File: config.mk
export PLATFORM = sky130hd
export DESIGN_NAME = emb_seq
export DESIGN_NICKNAME = d
export VERILOG_FILES = /design/src/inc/emb_pkg.sv /design/src/inc/emb_tim_if.sv /design/src/verilog/emb_timing.sv /design/src/verilog/emb_seq.sv
export SDC_FILE = /design/constraint.sdc
export NUM_CORES = 1
export LEC_CHECK = 0
export ABC_AREA = 1
export ABC_CLOCK_PERIOD_IN_PS = 4850
export BUFFER_PORTS_ARGS = -buffer_cell sky130_fd_sc_hd__buf_2
export CAP_MARGIN = 15
export CORE_AREA = 2 2 152 184
export DETAILED_ROUTE_END_ITERATION = 6
export DIE_AREA = 0 0 154 186
export HOLD_SLACK_MARGIN = 0.06
export PLACE_DENSITY_LB_ADDON = 0.2
export SKIP_CTS_REPAIR_TIMING = 1
export SLEW_MARGIN = 20
export SYNTH_ARGS = -nofsm -noshare
export SYNTH_HDL_FRONTEND = slang
export SYNTH_SLANG_ARGS = --single-unit
export TNS_END_PERCENT = 30
File: constraint.sdc
create_clock -name clk_in -period 4.85 [get_ports clk_in]
set_input_delay 1.2125 -clock clk_in [delete_from_list [all_inputs] [get_ports clk_in]]
set_output_delay 1.2125 -clock clk_in [all_outputs]
set_load 0.02 [all_outputs]
File: src/inc/emb_pkg.sv
// Constants, register map and timing counts of the external bus sequencer.
// Assumes one system clock; counts are in system clocks, except the stretch table, which counts stretch cycles.
// Function
// External code fetch takes 4 clocks, internal fetch takes 1 clock.
// Latch strobe idle on internal fetches unless option bit enables it.
// Address latch strobe always pulses on non-page external code fetches.
// Program store strobe asserted only during external code fetches.
// External data cycle is four clocks, internal data cycle one clock.
// Stretch is clock control bits 2:0; software may change it anytime.
// Every stretch machine cycle is four system clocks.
// Stretch codes 0..7 add 0,1,2,3,7,8,9,10 stretch cycles.
// Stretch zero gives an unstretched data access.
// Stretch 1,2,3 lengthen the data access by 1,2,3 stretch cycles.
// First stretch adds a setup clock and a hold clock, not strobe width; the code also widens the strobe by two clocks.
// Stretch 4..7 add four clocks to latch strobe, setup, hold and strobe.
// Stretch field resets to 1.
// Page enable bit 7 of access control selects page mode, else non-page.
// Page select 00,01,10 give 1/2, 2/4, 4/8 clocks per hit/miss.
// Page select 00..10: port zero data, port two multiplexed address.
// Select 11: port zero low address, port two high address then data.
// Select 11 speeds code fetches only; data uses non-page timing.
// Access control writes accepted only after a timed-access sequence.
// Page hit when upper address byte equals previous external access.
// No address latch strobe on page-hit cycles.
// Stretch and page settings are sampled at the start of each access.
package emb_pkg;
  localparam logic [7:0] ADDR_CLOCK_CONTROL  = 8'h8E;
  localparam logic [7:0] ADDR_BUS_OPTION     = 8'h8F;
  localparam logic [7:0] ADDR_ACCESS_CONTROL = 8'h9D;
  localparam logic [7:0] ADDR_TIMED_ACCESS   = 8'hC7;
  localparam logic [7:0] ADDR_BUS_STATUS     = 8'hC8;

  localparam logic [7:0] CLOCK_CONTROL_RESET  = 8'h01;
  localparam logic [7:0] ACCESS_CONTROL_RESET = 8'h00;
  localparam logic [7:0] ACCESS_CONTROL_MASK  = 8'hE0;
  localparam int         PAGE_ENABLE_BIT      = 7;
  localparam int         PAGE_SELECT_LSB      = 5;
  localparam int         ALE_INTERNAL_BIT     = 0;

  localparam logic [7:0] TA_KEY_FIRST  = 8'hAA;
  localparam logic [7:0] TA_KEY_SECOND = 8'h55;
  localparam logic [2:0] TA_WINDOW     = 3'h4;

  localparam logic [1:0] PAGE_SEL_ONE  = 2'h0;
  localparam logic [1:0] PAGE_SEL_TWO  = 2'h1;
  localparam logic [1:0] PAGE_SEL_FOUR = 2'h2;
  localparam logic [1:0] PAGE_SEL_ALT  = 2'h3;

  // Page hit lengths; a miss is twice the hit length
  localparam logic [5:0] HIT_CLK_SEL0 = 6'h01;
  localparam logic [5:0] HIT_CLK_SEL1 = 6'h02;
  localparam logic [5:0] HIT_CLK_SEL2 = 6'h04;
  localparam logic [5:0] HIT_CLK_SEL3 = 6'h02;

  localparam logic [5:0] NP_CYCLE_CLK   = 6'h04;
  localparam logic [5:0] NP_CODE_ALE    = 6'h01;
  localparam logic [5:0] NP_CODE_STRB   = 6'h02;
  localparam logic [5:0] DATA_ALE_SHORT = 6'h01;
  localparam logic [5:0] DATA_ALE_LONG  = 6'h05;
  localparam logic [5:0] SETUP_S0       = 6'h01;
  localparam logic [5:0] SETUP_SHORT    = 6'h02;
  localparam logic [5:0] SETUP_LONG     = 6'h06;
  localparam logic [5:0] STRB_S0        = 6'h02;
  localparam int         STRETCH_SHIFT  = 2;
  // Added stretch cycles per code, four bits each, code 0 lowest
  localparam logic [31:0] STRETCH_TABLE = 32'hA9873210;
endpackage : emb_pkg

File: src/inc/emb_tim_if.sv
// Interface between the sequencer and its cycle timing calculator.
// Assumes a purely combinational calculator.
`timescale 1ns/1ps
`default_nettype none
interface emb_tim_if;
  logic       page_en;
  logic [1:0] page_sel;
  logic [2:0] stretch;
  logic       is_code;
  logic       hit;
  logic [5:0] total;
  logic [5:0] ale_end;
  logic [5:0] strb_start;
  logic [5:0] strb_end;
  modport calc (input page_en, page_sel, stretch, is_code, hit,
                output total, ale_end, strb_start, strb_end);
  modport user (output page_en, page_sel, stretch, is_code, hit,
                input total, ale_end, strb_start, strb_end);
endinterface : emb_tim_if
`default_nettype wire

File: src/verilog/emb_timing.sv
// Cycle timing calculator: length and strobe windows of one external access.
// Assumes inputs are held stable for the cycle in which they are used.
`timescale 1ns/1ps
`default_nettype none
module emb_timing (
  emb_tim_if.calc t
);
  import emb_pkg::*;
  logic [3:0] added;
  logic [5:0] hit_len;
  logic [5:0] stretch_clk;

  always_comb begin
    added       = STRETCH_TABLE[{t.stretch, 2'h0} +: 4];
    stretch_clk = {added, 2'h0};
    case (t.page_sel)
      PAGE_SEL_ONE:  hit_len = HIT_CLK_SEL0;
      PAGE_SEL_TWO:  hit_len = HIT_CLK_SEL1;
      PAGE_SEL_FOUR: hit_len = HIT_CLK_SEL2;
      default:       hit_len = HIT_CLK_SEL3;
    endcase
    if (!t.page_en
        || (t.page_sel == PAGE_SEL_ALT && !t.is_code)) begin
      if (t.is_code) begin
        t.total      = NP_CYCLE_CLK;
        t.ale_end    = NP_CODE_ALE;
        t.strb_start = NP_CODE_STRB;
        t.strb_end   = NP_CYCLE_CLK;
      end else begin
        t.total = 6'(NP_CYCLE_CLK + stretch_clk);
        if (t.stretch == 3'h0) begin
          t.ale_end  = DATA_ALE_SHORT;
          t.strb_start = 6'(DATA_ALE_SHORT + SETUP_S0);
          t.strb_end = 6'(DATA_ALE_SHORT + SETUP_S0 + STRB_S0);
        end else if (!t.stretch[2]) begin
          t.ale_end  = DATA_ALE_SHORT;
          t.strb_start = 6'(DATA_ALE_SHORT + SETUP_SHORT);
          t.strb_end = 6'(DATA_ALE_SHORT + SETUP_SHORT
                          + {1'b0, t.stretch, 2'h0});
        end else begin
          t.ale_end  = DATA_ALE_LONG;
          t.strb_start = 6'(DATA_ALE_LONG + SETUP_LONG);
          t.strb_end = 6'(DATA_ALE_LONG + SETUP_LONG
                          + {1'b0, t.stretch, 2'h0});
        end
      end
    end else begin
      if (t.hit) begin
        t.ale_end    = 6'h00;
        t.strb_start = 6'h00;
        t.strb_end   = hit_len;
        t.total      = hit_len;
      end else begin
        t.ale_end    = hit_len;
        t.strb_start = hit_len;
        t.strb_end   = 6'(hit_len + hit_len);
        t.total      = 6'(hit_len + hit_len);
      end
      if (!t.is_code) begin
        t.total    = 6'(t.total + stretch_clk);
        t.strb_end = 6'(t.strb_end + stretch_clk);
      end
    end
  end
endmodule : emb_timing
`default_nettype wire

File: src/verilog/emb_seq.sv
// External program and data memory bus sequencer with its control registers.
// Assumes requests come from the core, pins are synchronous to clk_in.
//
// The plain strobed port is this design's own decision.
`timescale 1ns/1ps
`default_nettype none
module emb_seq (
  // Clock and reset
  input  wire logic        clk_in,
  input  wire logic        resetn_in,
  // Register port
  input  wire logic [7:0]  reg_addr_in,
  input  wire logic [7:0]  reg_wdata_in,
  input  wire logic        reg_write_in,
  input  wire logic        reg_read_in,
  output logic      [7:0]  reg_rdata_out,
  // Core access request
  input  wire logic        req_in,
  input  wire logic        req_code_in,
  input  wire logic        req_write_in,
  input  wire logic        req_internal_in,
  input  wire logic [15:0] req_addr_in,
  input  wire logic [7:0]  req_wdata_in,
  output logic             req_ready_out,
  output logic             done_out,
  output logic      [7:0]  rdata_out,
  // External bus pins
  output logic             addr_latch_out,
  output logic             program_store_strobe_n_out,
  output logic             rd_n_out,
  output logic             wr_n_out,
  input  wire logic [7:0]  port_zero_in,
  output logic      [7:0]  port_zero_out,
  output logic             port_zero_oe_out,
  input  wire logic [7:0]  port_two_in,
  output logic      [7:0]  port_two_out,
  output logic             port_two_oe_out
);
  import emb_pkg::*;

  typedef enum logic [2:0] {
    EMB_IDLE = 3'b001,
    EMB_INT  = 3'b010,
    EMB_EXT  = 3'b100
  } emb_state_e;

  emb_state_e state_reg;
  emb_state_e state_next;
  logic [7:0]  clock_control_reg;
  logic [7:0]  access_control_reg;
  logic [7:0]  bus_option_reg;
  logic        ta_stage_reg;
  logic [2:0]  ta_window_reg;
  logic [7:0]  last_hi_reg;
  logic        last_valid_reg;
  logic        last_hit_reg;
  logic [5:0]  cnt_reg;
  logic [5:0]  total_reg;
  logic [5:0]  ale_end_reg;
  logic [5:0]  strb_start_reg;
  logic [5:0]  strb_end_reg;
  logic        code_reg;
  logic        write_reg;
  logic        page_en_reg;
  logic [1:0]  page_sel_reg;
  logic [15:0] addr_reg;
  logic [7:0]  wdata_reg;
  logic        accept;
  logic        hit;
  logic        last_cycle;
  logic        run;
  logic [5:0]  c_next;
  logic [5:0]  w_ale;
  logic [5:0]  w_ss;
  logic [5:0]  w_se;
  logic        w_code;
  logic        w_write;
  logic        w_alt;
  logic        w_page;
  logic [15:0] w_addr;
  logic [7:0]  w_wdata;
  logic        ph_ale;
  logic        ph_strb;

  emb_tim_if tim ();
  emb_timing u_timing (
    .t (tim.calc)
  );

  assign accept     = req_in && (state_reg == EMB_IDLE);
  assign hit        = last_valid_reg && (last_hi_reg == req_addr_in[15:8]);
  assign last_cycle = (state_reg == EMB_EXT) && (cnt_reg == 6'(total_reg - 6'h01));
  assign req_ready_out = (state_reg == EMB_IDLE);
  assign done_out      = (state_reg == EMB_INT) || last_cycle;

  // Settings sampled at the start of an access
  assign tim.page_en  = access_control_reg[PAGE_ENABLE_BIT];
  assign tim.page_sel = access_control_reg[PAGE_SELECT_LSB +: 2];
  assign tim.stretch  = clock_control_reg[2:0];
  assign tim.is_code  = req_code_in;
  assign tim.hit      = hit;

  always_comb begin
    state_next = state_reg;
    case (state_reg)
      EMB_IDLE: begin
        if (req_in) begin
          state_next = req_internal_in ? EMB_INT : EMB_EXT;
        end
      end
      EMB_INT:  state_next = EMB_IDLE;
      EMB_EXT: begin
        if (last_cycle) begin
          state_next = EMB_IDLE;
        end
      end
      default:  state_next = EMB_IDLE;
    endcase
  end

  always_ff @(posedge clk_in) begin
    if (!resetn_in) begin
      state_reg <= EMB_IDLE;
    end else begin
      state_reg <= state_next;
    end
  end

  // Access parameters, latched once per external access
  always_ff @(posedge clk_in) begin
    if (!resetn_in) begin
      total_reg      <= 6'h00;
      ale_end_reg    <= 6'h00;
      strb_start_reg <= 6'h00;
      strb_end_reg   <= 6'h00;
      code_reg       <= 1'b0;
      write_reg      <= 1'b0;
      page_en_reg    <= 1'b0;
      page_sel_reg   <= 2'h0;
      addr_reg       <= 16'h0000;
      wdata_reg      <= 8'h00;
      last_hit_reg   <= 1'b0;
    end else if (accept && !req_internal_in) begin
      total_reg      <= tim.total;
      ale_end_reg    <= tim.ale_end;
      strb_start_reg <= tim.strb_start;
      strb_end_reg   <= tim.strb_end;
      code_reg       <= req_code_in;
      write_reg      <= req_write_in;
      page_en_reg    <= tim.page_en;
      page_sel_reg   <= tim.page_sel;
      addr_reg       <= req_addr_in;
      wdata_reg      <= req_wdata_in;
      last_hit_reg   <= hit && tim.page_en
                        && !(tim.page_sel == PAGE_SEL_ALT && !req_code_in);
    end
  end

  // Page tracking of the upper address byte
  always_ff @(posedge clk_in) begin
    if (!resetn_in) begin
      last_hi_reg    <= 8'h00;
      last_valid_reg <= 1'b0;
    end else if (accept && !req_internal_in) begin
      last_hi_reg    <= req_addr_in[15:8];
      last_valid_reg <= 1'b1;
    end
  end

  always_ff @(posedge clk_in) begin
    if (!resetn_in) begin
      cnt_reg <= 6'h00;
    end else if (accept) begin
      cnt_reg <= 6'h00;
    end else if (state_reg == EMB_EXT && !last_cycle) begin
      cnt_reg <= 6'(cnt_reg + 6'h01);
    end
  end

  // Phase of the next cycle, taken from the calculator on the start edge
  always_comb begin
    run     = (accept && !req_internal_in)
              || (state_reg == EMB_EXT && !last_cycle);
    c_next  = accept ? 6'h00 : 6'(cnt_reg + 6'h01);
    w_ale   = accept ? tim.ale_end : ale_end_reg;
    w_ss    = accept ? tim.strb_start : strb_start_reg;
    w_se    = accept ? tim.strb_end : strb_end_reg;
    w_code  = accept ? req_code_in : code_reg;
    w_write = accept ? req_write_in : write_reg;
    w_page  = accept ? tim.page_en : page_en_reg;
    w_alt   = (accept ? tim.page_sel : page_sel_reg) == PAGE_SEL_ALT;
    w_addr  = accept ? req_addr_in : addr_reg;
    w_wdata = accept ? req_wdata_in : wdata_reg;
    ph_ale  = run && (c_next < w_ale);
    ph_strb = run && (c_next >= w_ss) && (c_next < w_se);
  end

  // Control strobes
  always_ff @(posedge clk_in) begin
    if (!resetn_in) begin
      addr_latch_out             <= 1'b0;
      program_store_strobe_n_out <= 1'b1;
      rd_n_out                   <= 1'b1;
      wr_n_out                   <= 1'b1;
    end else begin
      addr_latch_out <= ph_ale
                        || (accept && req_internal_in && req_code_in
                            && bus_option_reg[ALE_INTERNAL_BIT]);
      program_store_strobe_n_out <= !(ph_strb && w_code);
      rd_n_out <= !(ph_strb && !w_code && !w_write);
      wr_n_out <= !(ph_strb && !w_code && w_write);
    end
  end

  // Address and data ports
  always_ff @(posedge clk_in) begin
    if (!resetn_in) begin
      port_zero_out    <= 8'h00;
      port_zero_oe_out <= 1'b0;
      port_two_out     <= 8'h00;
      port_two_oe_out  <= 1'b0;
    end else if (!run) begin
      port_zero_oe_out <= 1'b0;
      port_two_oe_out  <= 1'b0;
    end else if (w_page && w_alt) begin
      port_zero_out    <= w_addr[7:0];
      port_zero_oe_out <= 1'b1;
      port_two_out     <= (ph_ale || c_next < w_ss || w_write)
                          && !(c_next >= w_ss && w_write)
                          ? w_addr[15:8] : w_wdata;
      port_two_oe_out  <= ph_ale || c_next < w_ss || (w_write && !w_code);
    end else if (w_page) begin
      port_two_out     <= ph_ale ? w_addr[15:8] : w_addr[7:0];
      port_two_oe_out  <= 1'b1;
      port_zero_out    <= w_wdata;
      port_zero_oe_out <= !ph_ale && w_write && !w_code;
    end else begin
      port_two_out     <= w_addr[15:8];
      port_two_oe_out  <= 1'b1;
      port_zero_out    <= ph_ale ? w_addr[7:0] : w_wdata;
      port_zero_oe_out <= ph_ale || (w_write && !w_code
                                     && c_next >= w_ss);
    end
  end

  // Read data captured in the last strobe cycle
  always_ff @(posedge clk_in) begin
    if (!resetn_in) begin
      rdata_out <= 8'h00;
    end else if (state_reg == EMB_EXT && !write_reg
                 && cnt_reg == 6'(strb_end_reg - 6'h01)) begin
      rdata_out <= (page_en_reg && page_sel_reg == PAGE_SEL_ALT)
                   ? port_two_in : port_zero_in;
    end
  end

  // Register writes
  always_ff @(posedge clk_in) begin
    if (!resetn_in) begin
      clock_control_reg <= CLOCK_CONTROL_RESET;
      bus_option_reg    <= 8'h00;
    end else if (reg_write_in) begin
      if (reg_addr_in == ADDR_CLOCK_CONTROL) begin
        clock_control_reg <= reg_wdata_in;
      end
      if (reg_addr_in == ADDR_BUS_OPTION) begin
        bus_option_reg <= reg_wdata_in;
      end
    end
  end

  // Timed-access unlock: first key, then second key, then a short window
  always_ff @(posedge clk_in) begin
    if (!resetn_in) begin
      ta_stage_reg  <= 1'b0;
      ta_window_reg <= 3'h0;
    end else begin
      if (reg_write_in && reg_addr_in == ADDR_TIMED_ACCESS) begin
        ta_stage_reg <= (reg_wdata_in == TA_KEY_FIRST);
      end else if (reg_write_in) begin
        ta_stage_reg <= 1'b0;
      end
      if (reg_write_in && reg_addr_in == ADDR_TIMED_ACCESS
          && ta_stage_reg && reg_wdata_in == TA_KEY_SECOND) begin
        ta_window_reg <= TA_WINDOW;
      end else if (reg_write_in && reg_addr_in == ADDR_ACCESS_CONTROL) begin
        ta_window_reg <= 3'h0;
      end else if (ta_window_reg != 3'h0) begin
        ta_window_reg <= 3'(ta_window_reg - 3'h1);
      end
    end
  end

  always_ff @(posedge clk_in) begin
    if (!resetn_in) begin
      access_control_reg <= ACCESS_CONTROL_RESET;
    end else if (reg_write_in && reg_addr_in == ADDR_ACCESS_CONTROL
                 && ta_window_reg != 3'h0) begin
      access_control_reg <= reg_wdata_in & ACCESS_CONTROL_MASK;
    end
  end

  // Register reads, data in the following cycle
  always_ff @(posedge clk_in) begin
    if (!resetn_in) begin
      reg_rdata_out <= 8'h00;
    end else if (reg_read_in) begin
      case (reg_addr_in)
        ADDR_CLOCK_CONTROL:  reg_rdata_out <= clock_control_reg;
        ADDR_BUS_OPTION:     reg_rdata_out <= bus_option_reg;
        ADDR_ACCESS_CONTROL: reg_rdata_out <= access_control_reg;
        ADDR_BUS_STATUS:     reg_rdata_out <= {5'h00, ta_window_reg != 3'h0,
                                               last_hit_reg,
                                               state_reg != EMB_IDLE};
        default:             reg_rdata_out <= 8'h00;
      endcase
    end else begin
      reg_rdata_out <= 8'h00;
    end
  end

  // Checks
  a_int_fetch_len: assert property (@(posedge clk_in) disable iff (!resetn_in)
    accept && req_internal_in |=> done_out && $rose(req_ready_out) == 1'b0)
    else $error("internal access not one clock");

  a_np_code_len: assert property (@(posedge clk_in) disable iff (!resetn_in)
    accept && !req_internal_in && req_code_in
      && !access_control_reg[PAGE_ENABLE_BIT]
    |=> !done_out [*3] ##1 done_out)
    else $error("non-page code fetch not four clocks");

  a_np_code_ale: assert property (@(posedge clk_in) disable iff (!resetn_in)
    accept && !req_internal_in && req_code_in
      && !access_control_reg[PAGE_ENABLE_BIT]
    |=> addr_latch_out ##1 !addr_latch_out)
    else $error("latch strobe missing on external fetch");

  a_pstrb_internal: assert property (@(posedge clk_in) disable iff (!resetn_in)
    state_reg == EMB_INT || (state_reg == EMB_EXT && !code_reg)
    |-> program_store_strobe_n_out)
    else $error("program strobe active outside external fetch");

  a_ale_internal: assert property (@(posedge clk_in) disable iff (!resetn_in)
    state_reg == EMB_INT && !$past(bus_option_reg[ALE_INTERNAL_BIT])
    |-> !addr_latch_out)
    else $error("latch strobe on internal fetch");

  a_stretch_one_len: assert property (@(posedge clk_in) disable iff (!resetn_in)
    accept && !req_internal_in && !req_code_in
      && !access_control_reg[PAGE_ENABLE_BIT]
      && clock_control_reg[2:0] == 3'h1
    |=> !done_out [*7] ##1 done_out)
    else $error("stretch one data access not eight clocks");

  a_stretch_four_len: assert property (@(posedge clk_in) disable iff (!resetn_in)
    accept && !req_internal_in && !req_code_in
      && !access_control_reg[PAGE_ENABLE_BIT]
      && clock_control_reg[2:0] == 3'h4
    |=> ##31 done_out)
    else $error("stretch four data access not thirty-two clocks");

  a_page_hit_ale: assert property (@(posedge clk_in) disable iff (!resetn_in)
    state_reg == EMB_EXT && last_hit_reg |-> !addr_latch_out)
    else $error("latch strobe during page hit");

  a_actl_locked: assert property (@(posedge clk_in) disable iff (!resetn_in)
    reg_write_in && reg_addr_in == ADDR_ACCESS_CONTROL && ta_window_reg == 3'h0
    |=> $stable(access_control_reg))
    else $error("access control written without unlock");

  a_stretch_reset: assert property (@(posedge clk_in)
    !resetn_in |=> clock_control_reg[2:0] == 3'h1)
    else $error("stretch field not one after reset");

endmodule : emb_seq
`default_nettype wire

==> flow_summary.ini <==
[status]
status = completed

[timing]
fin_crit_ps = 3900
drv_slew = 0
skew_ps = 13.5
rsz0062_at_grt = no
worstMarginPinSlew_ps = 1090
period_share = 0.804
relSlewSlack = 0.267
fin_tns_setup_ps = 0
setup_violations = 0
fmax_mhz = 256
final_hold_viol_count = 0

[clocking]
cts_buffers = 17
clock_sinks = 120
htreeDepth = 4
cts.root.buffer_cell = clkbuf_16
insertion_delay_ps = 430
clk_pin_slew_ps = 60
cts_tree = done
clockBufferDepth = 2

[die]
pin_count = 104
core_um2 = 26800
dieArea_um2 = 28600
rows = 66
dieHeight_um = 186
start_util = 0.247
die_x_um = 154

[hold_path]
min_from = code_reg$_SDFFE_PN0P_
min_path_type = reg -> reg

[synth]
synth_warnings = 0
synth_area_um2 = 6630
synth_seq_cells = 120
async_flop_share = 0
synth_fp_nets = 1047
synth_cell_types = 50
yosysSeqAreaShare = 0.362
ys.flop_type = dfxtp_1
postSynthCellCount = 958
synth_edf_count = 0
avgSynthCellArea_um2 = 6.92

[placed_design]
gp_congestion = 0.811
place_area_um2 = 7470
dpl.cell_count = 1370
port_buffers = 103
dpl.hpwl_um = 15200

[power]
seqPwrFrac = 0.370
clkPwrFrac = 0.447
power_density_nw_per_um2 = 360
p_int_uw = 2050
p_leak_uw = 0.00359
vdd_drop_max_uv = 244
power_frac_comb = 0.183
power_switching_uw = 855
netSwitchingFraction = 0.294
p_total_uw = 2910

[finish]
synthToLayoutAreaGrowth_pct = 21.7
fin_nets = 1138
postLayoutCoreUtil = 0.301
largest_reg_flops = 16
fin_cells = 1403
fin_area_um2 = 8070
n_fill_cell = 2924
drive_gt1_frac = 0.167

[setup_path]
critPathLaunchType = primary input
crit_path_max_fanout = 5
cp.required_ps = 5130
worstSetupPathType = in -> reg
crit_path_end_kind = register
cp.arrival_ps = 4190
startpoint = req_addr_in[10]
r2r_start = clock_control_reg[1]$_SDFFE_PN0P_

[global_route]
grt_overflow_total = 0
grt_antenna_before_repair = 1
grt_max_degree = 60
grt_pass1_wl_um = 32800
track_usage = 0.146
grt_pass1_vias = 6196

[drt]
ant_nets = 0
wl_per_cell_um = 14.6
initialDrtViolationCount = 369
via_per_inst = 4.63
wl_um = 20500
vias = 6501
drc_errors = 0
dr.pass1.iters = 5

[flow_run]
max_cap_violations = 0
power groups by stage:
stage               Combinational [uW]  Sequential, uW  Clock, uW
finish                             532            1070       1300
detailed placement                 535            1100          0
floorplan                          363            1110          0
CTS                                537            1070       1330
global placement                   536            1100          0
global route                       608            1080       1370
synth_stat cells (2+ instances only):
cell | n | area [um^2]
a211oi_1 | 5 | 37.5
a21oi_1 | 94 | 470
a221oi_1 | 10 | 87.6
a311oi_1 | 8 | 70.1
a31oi_1 | 2 | 12.5
buf_2 | 8 | 40.0
buf_6 | 2 | 22.5
clkbuf_1 | 31 | 116
dfxtp_1 | 120 | 2400
ha_1 | 24 | 300
inv_1 | 125 | 469
inv_2 | 5 | 18.8
nand2_1 | 158 | 593
nand2_2 | 2 | 12.5
nand2_4 | 2 | 22.5
nand3_1 | 54 | 270
nand3b_1 | 3 | 22.5
nand4_1 | 6 | 37.5
nor2_1 | 94 | 353
nor2_2 | 3 | 18.8
nor3_1 | 12 | 60.1
nor3_2 | 4 | 40.0
nor3b_1 | 2 | 15.0
nor4_1 | 2 | 12.5
o211ai_1 | 4 | 30.0
o21ai_0 | 105 | 526
o21ai_1 | 11 | 55.1
o21ai_2 | 2 | 17.5
o221ai_1 | 2 | 17.5
o22ai_1 | 12 | 75.1
or2_2 | 10 | 62.6
xnor2_1 | 7 | 61.3
xor2_1 | 12 | 105
cells by family after synthesis:
| family | synth area share |
|---|---|
| and+or+nand+nor | 0.235 |
| AOI/OAI and AO/OA | 0.223 |
| buffers and inverters | 0.102 |
| DFF | 0.362 |
| adders and majority gates | 0.0483 |
| xor gates and xnor gates | 0.0285 |
per-stage QoR:
| step | hold slack [ps] | worst slack (ps) |
|---|---|---|
| 2_1_floorplan | 424 | 917 |
| 3_3_place_gp | 438 | 558 |
| 3_5_place_dp | 441 | 497 |
| 5_1_grt | 470 | 502 |
| 4_1_cts | 450 | 936 |
| 6_report | 450 | 949 |
worst max-delay path, stage by stage:
cell	delay (ps)
buf_2	120
inv_1	70
nand2_1	50
a21oi_1	180
nand3_1	210
inv_1	130
nor2_1	60
inv_1	70
nand2_1	80
ha_1	200
inv_1	70
fa_1	410
a22oi_1	190
inv_1	70
o21ai_0	90
o21ai_0	130
ha_1	320
nand2_1	70
nor2_1	40
o21ai_1	60
o2111ai_1	160
nand3b_1	200
final timing paths:
path | cells after the start | to | slack [ps]
setup / recovery | 22 | program_store_strobe_n_out$_SDFF_PN1_ | 950
hold / removal | 2 | code_reg$_SDFFE_PN0P_ | 450
setup reg to reg | 18 | program_store_strobe_n_out$_SDFF_PN1_ | 1460
hold reg to reg | 2 | code_reg$_SDFFE_PN0P_ | 450
layout make-up:
type / count / area, um^2 / area share
Antenna cell: 1 / 2.50 / 0.000310
Multi-Input combinational cell: 665 / 3550 / 0.440
Timing Repair Buffer: 115 / 606 / 0.0750
Clock inverter: 12 / 151 / 0.0188
Sequential cell: 120 / 2400 / 0.298
Inverter: 130 / 488 / 0.0605
Tap cell: 340 / 425 / 0.0527
Clock buffer: 20 / 447 / 0.0553
placed cells by master, fill, tap and decap left out, types with 17 or more instances in the layout:
cell         n
ha_1        24
buf_2      103
nand3_1     54
nor2_1      94
nand2_1    158
a21oi_1     94
inv_1      125
dfxtp_1    120
clkbuf_16   17
o21ai_0    104
metal layers:
metal  routed length, um  GRT usage
met3                 693     0.0268
met5                   0          0
met1                9200      0.180
met2               10200      0.256
met4                 407     0.0542
No activity file was read; power rests on OpenSTA's default activity.
